==> config.mk <==
export PLATFORM = sky130hd
export DESIGN_NAME = icwdt_watchdog
export DESIGN_NICKNAME = d
export VERILOG_FILES = /design/src/icwdt_pkg.sv /design/src/icwdt_watchdog.sv
export VERILOG_INCLUDE_DIRS = /design/src /design/src/src
export SDC_FILE = /design/constraint.sdc
export NUM_CORES = 1
export LEC_CHECK = 0
export ABC_CLOCK_PERIOD_IN_PS = 2600
export BUFFER_PORTS_ARGS = -buffer_cell sky130_fd_sc_hd__clkbuf_2
export CAP_MARGIN = 0
export CORE_UTILIZATION = 51
export DETAILED_ROUTE_END_ITERATION = 12
export HOLD_SLACK_MARGIN = 0.12
export MAX_ROUTING_LAYER = met4
export PLACE_DENSITY = 0.77
export SLEW_MARGIN = 20
export SYNTH_ARGS = -nofsm -noshare
export SYNTH_HDL_FRONTEND = slang
export SYNTH_SLANG_ARGS = --single-unit
==> constraint.sdc <==
create_clock -name core_clk -period 2.6 [get_ports core_clk]
set_input_delay 0.39 -clock core_clk [delete_from_list [all_inputs] [get_ports core_clk]]
set_output_delay 0.39 -clock core_clk [all_outputs]
set_load 0.05 [all_outputs]
==> src/icwdt_defines.svh <==
// Constants for the instruction clock watchdog.
// Assumes inclusion by the package and the watchdog module only.
// Operation
// - Reload all ones, count down per instruction
// - Underflow from zero sets warning flag
// - Underflow with warning set raises fault
// - Fault drives reset pin low
// - Enable flag one makes reset active
// - Disable then restart clears enable flag
// - Enable set on reset and backup
// - Restart with warning clears and skips
// - Restart without warning does not skip
// - Skip works while watchdog disabled
// - Disable alone keeps watchdog running
// - Power-down reinitialises warning and counter
// - Watchdog active after power-down return
`ifndef ICWDT_DEFINES_SVH
`define ICWDT_DEFINES_SVH

`define ICWDT_CNT_W      16
`define ICWDT_CNT_INIT   16'hFFFF
`define ICWDT_CNT_ZERO   16'h0000
`define ICWDT_CNT_ONE    16'h0001
`define ICWDT_FLAG_RST   1'b0
`define ICWDT_EN_RST     1'b1

`endif

==> src/icwdt_pkg.sv <==
// Types for the instruction clock watchdog.
// Assumes the defines header sits beside it.
`include "icwdt_defines.svh"

package icwdt_pkg;

  // Arming state of the disable-then-restart sequence
  typedef enum logic [1:0] {
    ICWDT_IDLE  = 2'b01,
    ICWDT_ARMED = 2'b10
  } icwdt_seq_t;

endpackage

==> src/icwdt_watchdog.sv <==
// Instruction clock watchdog with flags, enable and skip.
// Assumes one pulse per executed instruction on instr_tick, and that
// the instruction strobes are valid only together with instr_tick.
`timescale 1ns/1ps
`include "icwdt_defines.svh"

module icwdt_watchdog
  import icwdt_pkg::*;
#(
  parameter int CNT_W = `ICWDT_CNT_W
) (
  input  wire logic             core_clk,
  input  wire logic             nrst,
  input  wire logic             instr_tick,
  input  wire logic             wd_restart_instr,
  input  wire logic             wd_disable_instr,
  input  wire logic             power_down_instr,
  input  wire logic             backup_entry,
  output logic                  skip_next,
  output logic                  wd_reset,
  output logic                  reset_pin_out,
  output logic                  reset_pin_oe,
  output logic                  wd_enable_flag,
  output logic                  wd_warning_flag,
  output logic                  wd_fault_flag,
  output logic [CNT_W-1:0]      wd_down_counter
);

  // ----------------------------------------------------------------
  // Decode
  // ----------------------------------------------------------------
  logic [CNT_W-1:0] cnt_reg;
  logic             warn_reg;
  logic             fault_reg;
  logic             en_reg;
  logic             skip_reg;
  icwdt_seq_t       seq_reg;

  logic [CNT_W-1:0] cnt_next;
  logic             warn_next;
  logic             fault_next;
  logic             en_next;
  icwdt_seq_t       seq_next;

  // Instruction strobe qualified by the count pulse
  function automatic logic icwdt_op_taken(input logic tick, input logic strobe);
    return tick & strobe;
  endfunction

  wire restart   = icwdt_op_taken(instr_tick, wd_restart_instr);
  wire disable_i = icwdt_op_taken(instr_tick, wd_disable_instr);
  wire pdown     = icwdt_op_taken(instr_tick, power_down_instr);
  wire at_zero   = (cnt_reg == CNT_W'(`ICWDT_CNT_ZERO));
  wire underflow = instr_tick & at_zero & ~pdown;
  wire fault_hit = underflow & warn_reg & en_reg;
  wire seq_done  = restart & (seq_reg == ICWDT_ARMED);

  // ----------------------------------------------------------------
  // Next state
  // ----------------------------------------------------------------
  always_comb begin
    cnt_next   = cnt_reg;
    warn_next  = warn_reg;
    fault_next = fault_reg | fault_hit;
    en_next    = en_reg;
    seq_next   = seq_reg;
    if (instr_tick) begin
      cnt_next = cnt_reg - CNT_W'(`ICWDT_CNT_ONE);
    end
    if (restart) begin
      warn_next = 1'b0;
    end
    if (underflow) begin
      warn_next = 1'b1;
    end
    if (pdown) begin
      cnt_next  = CNT_W'(`ICWDT_CNT_INIT);
      warn_next = 1'b0;
    end
    if (seq_done) begin
      en_next = 1'b0;
    end
    if (pdown) begin
      en_next = `ICWDT_EN_RST;
    end
    if (backup_entry) begin
      en_next = `ICWDT_EN_RST;
    end
    if (instr_tick) begin
      case (seq_reg)
        ICWDT_IDLE:  seq_next = disable_i ? ICWDT_ARMED : ICWDT_IDLE;
        ICWDT_ARMED: seq_next = disable_i ? ICWDT_ARMED : ICWDT_IDLE;
        default:     seq_next = ICWDT_IDLE;
      endcase
    end
  end

  // ----------------------------------------------------------------
  // Registers
  // ----------------------------------------------------------------
  // enable set at reset
  always_ff @(posedge core_clk or negedge nrst) begin
    if (!nrst) begin
      cnt_reg   <= CNT_W'(`ICWDT_CNT_INIT);
      warn_reg  <= `ICWDT_FLAG_RST;
      fault_reg <= `ICWDT_FLAG_RST;
      en_reg    <= `ICWDT_EN_RST;
      seq_reg   <= ICWDT_IDLE;
    end else begin
      cnt_reg   <= cnt_next;
      warn_reg  <= warn_next;
      fault_reg <= fault_next;
      en_reg    <= en_next;
      seq_reg   <= seq_next;
    end
  end

  always_ff @(posedge core_clk or negedge nrst) begin
    if (!nrst) begin
      skip_reg <= 1'b0;
    end else begin
      skip_reg <= restart & warn_reg;
    end
  end

  // ----------------------------------------------------------------
  // Outputs
  // ----------------------------------------------------------------
  // open-drain pull-down
  assign reset_pin_out   = 1'b0;
  assign reset_pin_oe    = fault_reg;
  assign wd_reset        = fault_reg;
  assign skip_next       = skip_reg;
  assign wd_enable_flag  = en_reg;
  assign wd_warning_flag = warn_reg;
  assign wd_fault_flag   = fault_reg;
  assign wd_down_counter = cnt_reg;

  // ----------------------------------------------------------------
  // Check helpers
  // ----------------------------------------------------------------
  logic chk_prev_dis_reg;
  logic chk_prev_dis_next;

  assign chk_prev_dis_next = instr_tick ? wd_disable_instr : chk_prev_dis_reg;

  always_ff @(posedge core_clk or negedge nrst) begin
    if (!nrst) begin
      chk_prev_dis_reg <= `ICWDT_FLAG_RST;
    end else begin
      chk_prev_dis_reg <= chk_prev_dis_next;
    end
  end
endmodule

* Word level (Yosys, flattened, before mapping)
Index checks and enable logic that the tools add are counted.
** Word-level totals
- Register bits :: 22
- Logic and storage cells :: 35
- Output and inout bits :: 23
- Input bits :: 7
** Cells by class
- Add/sub/neg operators :: 1
- Multiplexer cells :: 10
- Bitwise gates (word level) :: 11
- Equal/unequal tests :: 2
- Reduce and logical (&&, ||, !) cells :: 5
** Operators with widths (count)
- $mux 16 :: 2
- $logic_not 16->1 :: 1
- $sub 16x1->16 const B :: 1
- $and 1x1->1 :: 9
- $mux 1 :: 6
- $reduce_bool 3->1 :: 2
- $mux 2 :: 2
- $eq 2x1->1 const B :: 1
- $eq 2x2->1 const B :: 1
- $reduce_bool 2->1 :: 1
- $reduce_or 2->1 :: 1
- $not 1->1 :: 1
- $or 1x1->1 :: 1

* Depth between registers and ports, before layout
Gate-level depths: netlist of the first run.
- Depth in word-level cells :: 6
- Gate-level depth with buffers :: 6
- Mapped depth without buffers :: 5

* Worst setup path before layout of the first run
OpenSTA, ideal clock, no wires.
- Path type :: reg2reg
- Start :: register cnt_reg[1] (netlist: wd_down_counter[1])
- End :: register cnt_reg[14] (netlist: wd_down_counter[14])
- Required time :: 2.525 ns
- Clock period less this slack :: 1.923 ns
- Data arrival time :: 1.848 ns
- Path buffers :: 1
- Setup time :: 0.075 ns
- Cell stages (with the launch flop) :: 7
- Setup slack :: 0.677 ns
- Cell sequence :: dfstp_2 inv_1 ha_1 or3b_2 buf_2 nor4_1 mux2i_1
** Between the ends
- Cells in the longest elaborated chain, start to end :: 3
** Ends and longest elaborated chain
- start, declared :: line icwdt_watchdog.sv:32 : logic [CNT_W-1:0] cnt_reg;
- start signal, assigned :: line icwdt_watchdog.sv:104 : cnt_reg <= CNT_W'(`ICWDT_CNT_INIT);
- start signal, assigned :: line icwdt_watchdog.sv:110 : cnt_reg <= cnt_next;
- $sub 16x1->16 :: line icwdt_watchdog.sv:68 : cnt_next = cnt_reg - CNT_W'(`ICWDT_CNT_ONE);
- $mux 16 :: line icwdt_watchdog.sv:67 : if (instr_tick) begin
- $mux 16 :: line icwdt_watchdog.sv:76 : if (pdown) begin
Every way passes these cells. The select of a mux whose other input is x is not followed.
A chain may end at the register's enable or synchronous reset.

* Worst setup path in the final report of the first run
- Start :: register cnt_reg[0] (netlist: wd_down_counter[0])
- End :: register cnt_reg[12] (netlist: wd_down_counter[12])
The elaborated chain is that of the path after synthesis.

==> results.json, run 1 <==
{
  "status": "complete, no violations",
  "dr.pass1.iters": 4,
  "post_cts_buffers": 0,
  "dieArea_sq_um": 2540,
  "start_kind": "register",
  "preCtsSetupSlack_ns": 0.590,
  "drc": 0,
  "async_flop_share_pct": 100,
  "yosys_warnings": 0,
  "pin_count": 30,
  "critPathCaptureType": "register",
  "numCtsBuffers": 3,
  "syn_area_per_cell_sq_um": 10.0,
  "clkPwrFrac_pct": 25.0,
  "clock_path_buffers": 2,
  "finalSetupViolations": 0,
  "synth-simple-area-share_pct": 25.9,
  "largest_reg_flops": 16,
  "clk_pin_slew_ns": 0.13,
  "synth_ff_type": "dfstp_2",
  "cpLargestDelayFamily": "simple AND/OR/NAND/NOR gates",
  "fmax_mhz": 510,
  "grt-ovfl-total": 0,
  "portBuffers": 28,
  "fin_worst_skew_ns": 0.00213,
  "grt_max_degree": 23,
  "pwr-share-seq_pct": 54.2,
  "grt_pass1_wl_mm": 4.22,
  "reg2regPathDepth": 5,
  "rows": 17,
  "internal_power_uw": 516,
  "cts_root_buf": "clkbuf_4",
  "wl_per_cell_um": 14.7,
  "synth_top_family_by_area": "simple AND/OR/NAND/NOR gates",
  "path_buf_inv": 1,
  "final_core_util_pct": 62.0,
  "design.core.area_sq_um": 2210,
  "synth_edf_count": 0,
  "detail-route-antenna-nets": 0,
  "vias": 1001,
  "path_cells": "inv_1 > ha_1 > or3b_2 > nor4_4 > mux2i_1",
  "synth_compound_area_share_pct": 14.2,
  "critical_path_depth": 5,
  "grt_setup_unrepaired": "no",
  "ir_drop_mv": 0.398,
  "die_width_um": 50.4,
  "cap_violations": 0,
  "htreeDepth": 1,
  "vias_per_cell": 5.82,
  "drive_gt1_share_pct": 36.8,
  "drv_slew": 0,
  "grt_antenna_before_repair": 0,
  "die_h_um": 50.4,
  "slew_headroom_pct": 54.0,
  "synthMuxAreaShare_pct": 3.35,
  "synthXorXnorAreaFrac_pct": 0,
  "wl_mm": 2.52,
  "synth_cells": 119,
  "synthToLayoutAreaGrowth_pct": 14.9,
  "dp_hpwl_mm": 1.83,
  "drtIter0Drc": 17,
  "worst_pin_slew_ns": 0.684,
  "clk_latency_ns": 0.31,
  "ys_seq_area_share_pct": 48.0,
  "whs_path_depth": 2,
  "critPathKind": "register to register",
  "cts_tree": "built",
  "hold_viol_final": 0,
  "critPathMaxFanout": 8,
  "synthAdderAreaFrac_pct": 2.10,
  "cts.sinks": 22,
  "gp_congestion": 0.825,
  "p_leak_nw": 0.580,
  "syn-cell-area_sq_um": 1190,
  "crit_arrival_ns": 2.21,
  "p_sw_share_pct": 34.0,
  "final_cells": 172,
  "synth_nets": 128,
  "diodes": 0,
  "required_ns": 2.85,
  "worst_slack_ns": 0.637,
  "initial_core_util_pct": 54.0,
  "synth_seq_cells": 22,
  "ys_types": 38,
  "min_period_ns": 1.96,
  "comb_power_share_pct": 20.8,
  "dp.cells": 167,
  "switching_power_uw": 266,
  "final.period_utilization_pct": 75.5,
  "final.setup.tns_ns": 0,
  "hold_path_class": "primary input to register",
  "grt_usage_pct": 22.7,
  "max_stage_delay_ns": 0.57,
  "fillers": 197,
  "first_global_vias": 934,
  "power_density_nw_per_um2": 570,
  "nets": 154,
  "crit_path_top_delay_cell": "or3b_2"
}
[kinds of logic after synthesis]
group	after synthesis
AO/OA/AOI/OAI	27
flip-flops	22
adder cells (fa/ha/maj)	2
multiplexers	4
other	1
AND/OR/NAND/NOR	48
buffers and inverters	15
[cells in the mapped netlist (2+ instances only)]
cell	number	area, sq um
a31oi_1	3	18.8
and2_1	4	25.0
and4_1	2	17.5
buf_2	2	10.0
buf_4	4	30.0
clkbuf_1	3	11.3
dfrtp_1	4	100
dfstp_2	18	473
ha_1	2	25.0
inv_1	6	22.5
mux2i_1	4	40.0
nand3_1	6	30.0
nor2_1	7	26.3
nor3_1	4	20.0
nor4_1	3	18.8
o21a_1	2	15.0
o21ai_0	13	65.1
o31ai_1	4	30.0
or2b_1	2	15.0
or3_1	3	18.8
or4_1	6	45.0
[per-stage QoR]
stage | cell area, sq um | total power, mW | hold WS (ns)
finish | 1370 | 0.782 | 0.260
global route | 1370 | 0.822 | 0.256
CTS | 1370 | 0.793 | 0.248
detailed placement | 1330 | 0.591 | 0.392
global placement | 1330 | 0.583 | 0.390
floorplan | 1190 | 0.544 | 0.0944
[cells in the final DEF, fill, tap and decap left out, types with 4 or more instances in the layout]
master    count
mux2i_1       4
and2_1        4
inv_1         6
o31ai_1       4
nand3_1       6
dfstp_2      18
dfrtp_1       4
o21ai_0      13
nor3_1        4
nor2_1        7
clkbuf_2     28
or4_1         6
[cell type report]
cell class | instances | area, sq um | area share (%)
clock buffer | 4 | 36.3 | 2.65
inverter | 6 | 22.5 | 1.64
timing repair buffer | 30 | 158 | 11.5
multi-input combinational | 82 | 547 | 39.9
tap | 28 | 35.0 | 2.55
sequential | 22 | 573 | 41.8
[power groups by stage]
stage / registers [mW] / clock network [mW] / logic, mW
global route: 0.429 / 0.213 / 0.179
CTS: 0.423 / 0.205 / 0.166
detailed placement: 0.428 / 0 / 0.164
finish: 0.424 / 0.195 / 0.163
floorplan: 0.488 / 0 / 0.0560
global placement: 0.427 / 0 / 0.157
[repair_timing]
action,CTS,global route
resized for setup,0,0
hold buffers,1,0
endpoints found under the hold margin,4,0
[layer usage]
layer / global-route usage (%) / share of wire [%] / vias to the layer above
li1: - / - / 488
met1: 27.4 / 46 / 490
met3: 3.03 / 2.9 / 2
met4: 8.80 / 0.52 / 0
met5: - / 0 / -
met2: 38.4 / 50 / 21
[worst paths after layout]
check / startpoint / endpoint / slack, ns
setup / recovery: wd_down_counter[0]$_DFFE_PN1P_ / wd_down_counter[12]$_DFFE_PN1P_ / 0.64
min in group asynchronous: nrst / wd_warning_flag$_DFFE_PN0P_ / 0.57
hold / removal: backup_entry / wd_enable_flag$_DFFE_PN1P_ / 0.26
max in group asynchronous: nrst / wd_down_counter[1]$_DFFE_PN1P_ / 1.66
hold reg to reg: reset_pin_oe$_DFF_PN0_ / reset_pin_oe$_DFF_PN0_ / 0.54
setup reg to reg: wd_down_counter[0]$_DFFE_PN1P_ / wd_down_counter[12]$_DFFE_PN1P_ / 0.64
No activity file was read; power rests on OpenSTA's default activity.
==> run 2: changes to the inputs <==
Settings changed: ABC_CLOCK_PERIOD_IN_PS 2600 to 1900.
Clock period 2.6 ns to 1.9 ns, I/O delays scaled along.
==> results.json, run 2 (synthesized netlist as in run 1, its figures left out) <==
{
  "htreeDepth": 1,
  "fillers": 195,
  "start_kind": "register",
  "rows": 17,
  "crit_arrival_ns": 2.07,
  "fin_worst_skew_ns": 0.00975,
  "final_core_util_pct": 64.7,
  "ir_drop_mv": 0.533,
  "initial_core_util_pct": 54.0,
  "grt_max_degree": 23,
  "drv_slew": 0,
  "first_global_vias": 969,
  "design.core.area_sq_um": 2210,
  "clk_pin_slew_ns": 0.13,
  "grt_antenna_before_repair": 0,
  "dr.pass1.iters": 4,
  "cap_violations": 0,
  "drc": 0,
  "nets": 158,
  "cts.sinks": 22,
  "largest_reg_flops": 16,
  "slew_headroom_pct": 63.9,
  "fmax_mhz": 546,
  "final_area_sq_um": 1430,
  "dieArea_sq_um": 2540,
  "min_period_ns": 1.83,
  "grt_setup_unrepaired": "no",
  "drive_gt1_share_pct": 41.2,
  "dp_hpwl_mm": 1.91,
  "wl_per_cell_um": 15.5,
  "die_width_um": 50.4,
  "final_cell_mix": "28 x clkbuf_2, 17 x dfstp_2, 13 x o21ai_0",
  "wl_mm": 2.73,
  "placed_area_sq_um": 1350,
  "vias_per_cell": 5.78,
  "required_ns": 2.14,
  "hold_path_class": "primary input to register",
  "worst_pin_slew_ns": 0.542,
  "critPathCaptureType": "register",
  "synthToLayoutAreaGrowth_pct": 19.9,
  "whs_ns": 0.174,
  "final.setup.tns_ns": 0,
  "numCtsBuffers": 3,
  "clk_latency_ns": 0.30,
  "grt_usage_pct": 24.1,
  "final_cells": 176,
  "critPathMaxFanout": 9,
  "diodes": 0,
  "finalSetupViolations": 0,
  "die_h_um": 50.4,
  "grt_pass1_wl_mm": 4.51,
  "detail-route-antenna-nets": 0,
  "clock_path_buffers": 2,
  "hold_viol_final": 0,
  "final.period_utilization_pct": 96.3,
  "p_leak_nw": 0.608,
  "vias": 1017,
  "final_common_cell": "clkbuf_2",
  "status": "complete, no violations",
  "cts_root_buf": "clkbuf_4",
  "pin_count": 30,
  "dp.cells": 169,
  "drtIter0Drc": 15,
  "power_density_nw_per_um2": 722,
  "critPathKind": "register to register",
  "grt-ovfl-total": 0,
  "portBuffers": 28,
  "cts_tree": "built",
  "gp_congestion": 0.757
}
run 2: cell types whose count changed in the layout (fill, tap and decap cells not counted), sizes merged:
cell / before / now
buf: 1 / 5
run 2: metrics by stage:
step	total power [mW]	setup WS [ns]
finish	1.03	0.0699
global route	1.09	0.00135
CTS	1.04	0.00973
detailed placement	0.812	-0.0210
global placement	0.805	0.0849
floorplan	0.750	0.0292
run 2: path summary, 6_finish.rpt:
kind / start / to / slack, ns / cells after the start
setup / recovery: wd_down_counter[6]$_DFFE_PN1P_ / wd_down_counter[11]$_DFFE_PN1P_ / 0.07 / 3
hold / removal: backup_entry / wd_enable_flag$_DFFE_PN1P_ / 0.17 / 2
setup reg to reg: wd_down_counter[6]$_DFFE_PN1P_ / wd_down_counter[11]$_DFFE_PN1P_ / 0.07 / 3
hold reg to reg: seq_reg[1]$_DFFE_PN0P_ / seq_reg[1]$_DFFE_PN0P_ / 0.54 / 2
max in group asynchronous: nrst / wd_down_counter[10]$_DFFE_PN1P_ / 1.04 / 2
min in group asynchronous: nrst / seq_reg[1]$_DFFE_PN0P_ / 0.48 / 2
run 2: critical path, stage by stage (launching register included):
cell and delay (ns):
dfstp_2 0.40, or4b_1 0.73, or4_1 0.56, nand3_1 0.09
run 2: per-layer routing:
metal	up-vias	routed length [um]	part of all wire, %	global-route usage, %
met2	21	1420	52	42.2
met5	-	0	0	-
li1	496	-	-	-
met1	498	1200	44	29.3
met4	0	17	0.62	6.02
met3	2	89	3.3	3.03
run 2: final cells by class:
cell class | count | area (sq um) | share of cell area [%]
Clock buffer | 4 | 26.3 | 1.84
Inverter | 6 | 22.5 | 1.57
Multi-Input combinational cell | 82 | 583 | 40.7
Sequential cell | 22 | 577 | 40.3
Tap cell | 28 | 35.0 | 2.45
Timing Repair Buffer | 34 | 188 | 13.1
run 2: timing repair:
item | CTS | global route
endpoints found under the hold margin | 4 | 0
hold buffers | 1 | 0
buffers inserted | 0 | 2
resized for setup | 1 | 3
setup endpoints to repair | 1 | 6
pin swaps | 0 | 1
run 2: power by group:
group          switching (mW)  internal (mW)
Sequential             0.0497          0.531
Combinational           0.167         0.0678
Clock                   0.136         0.0815
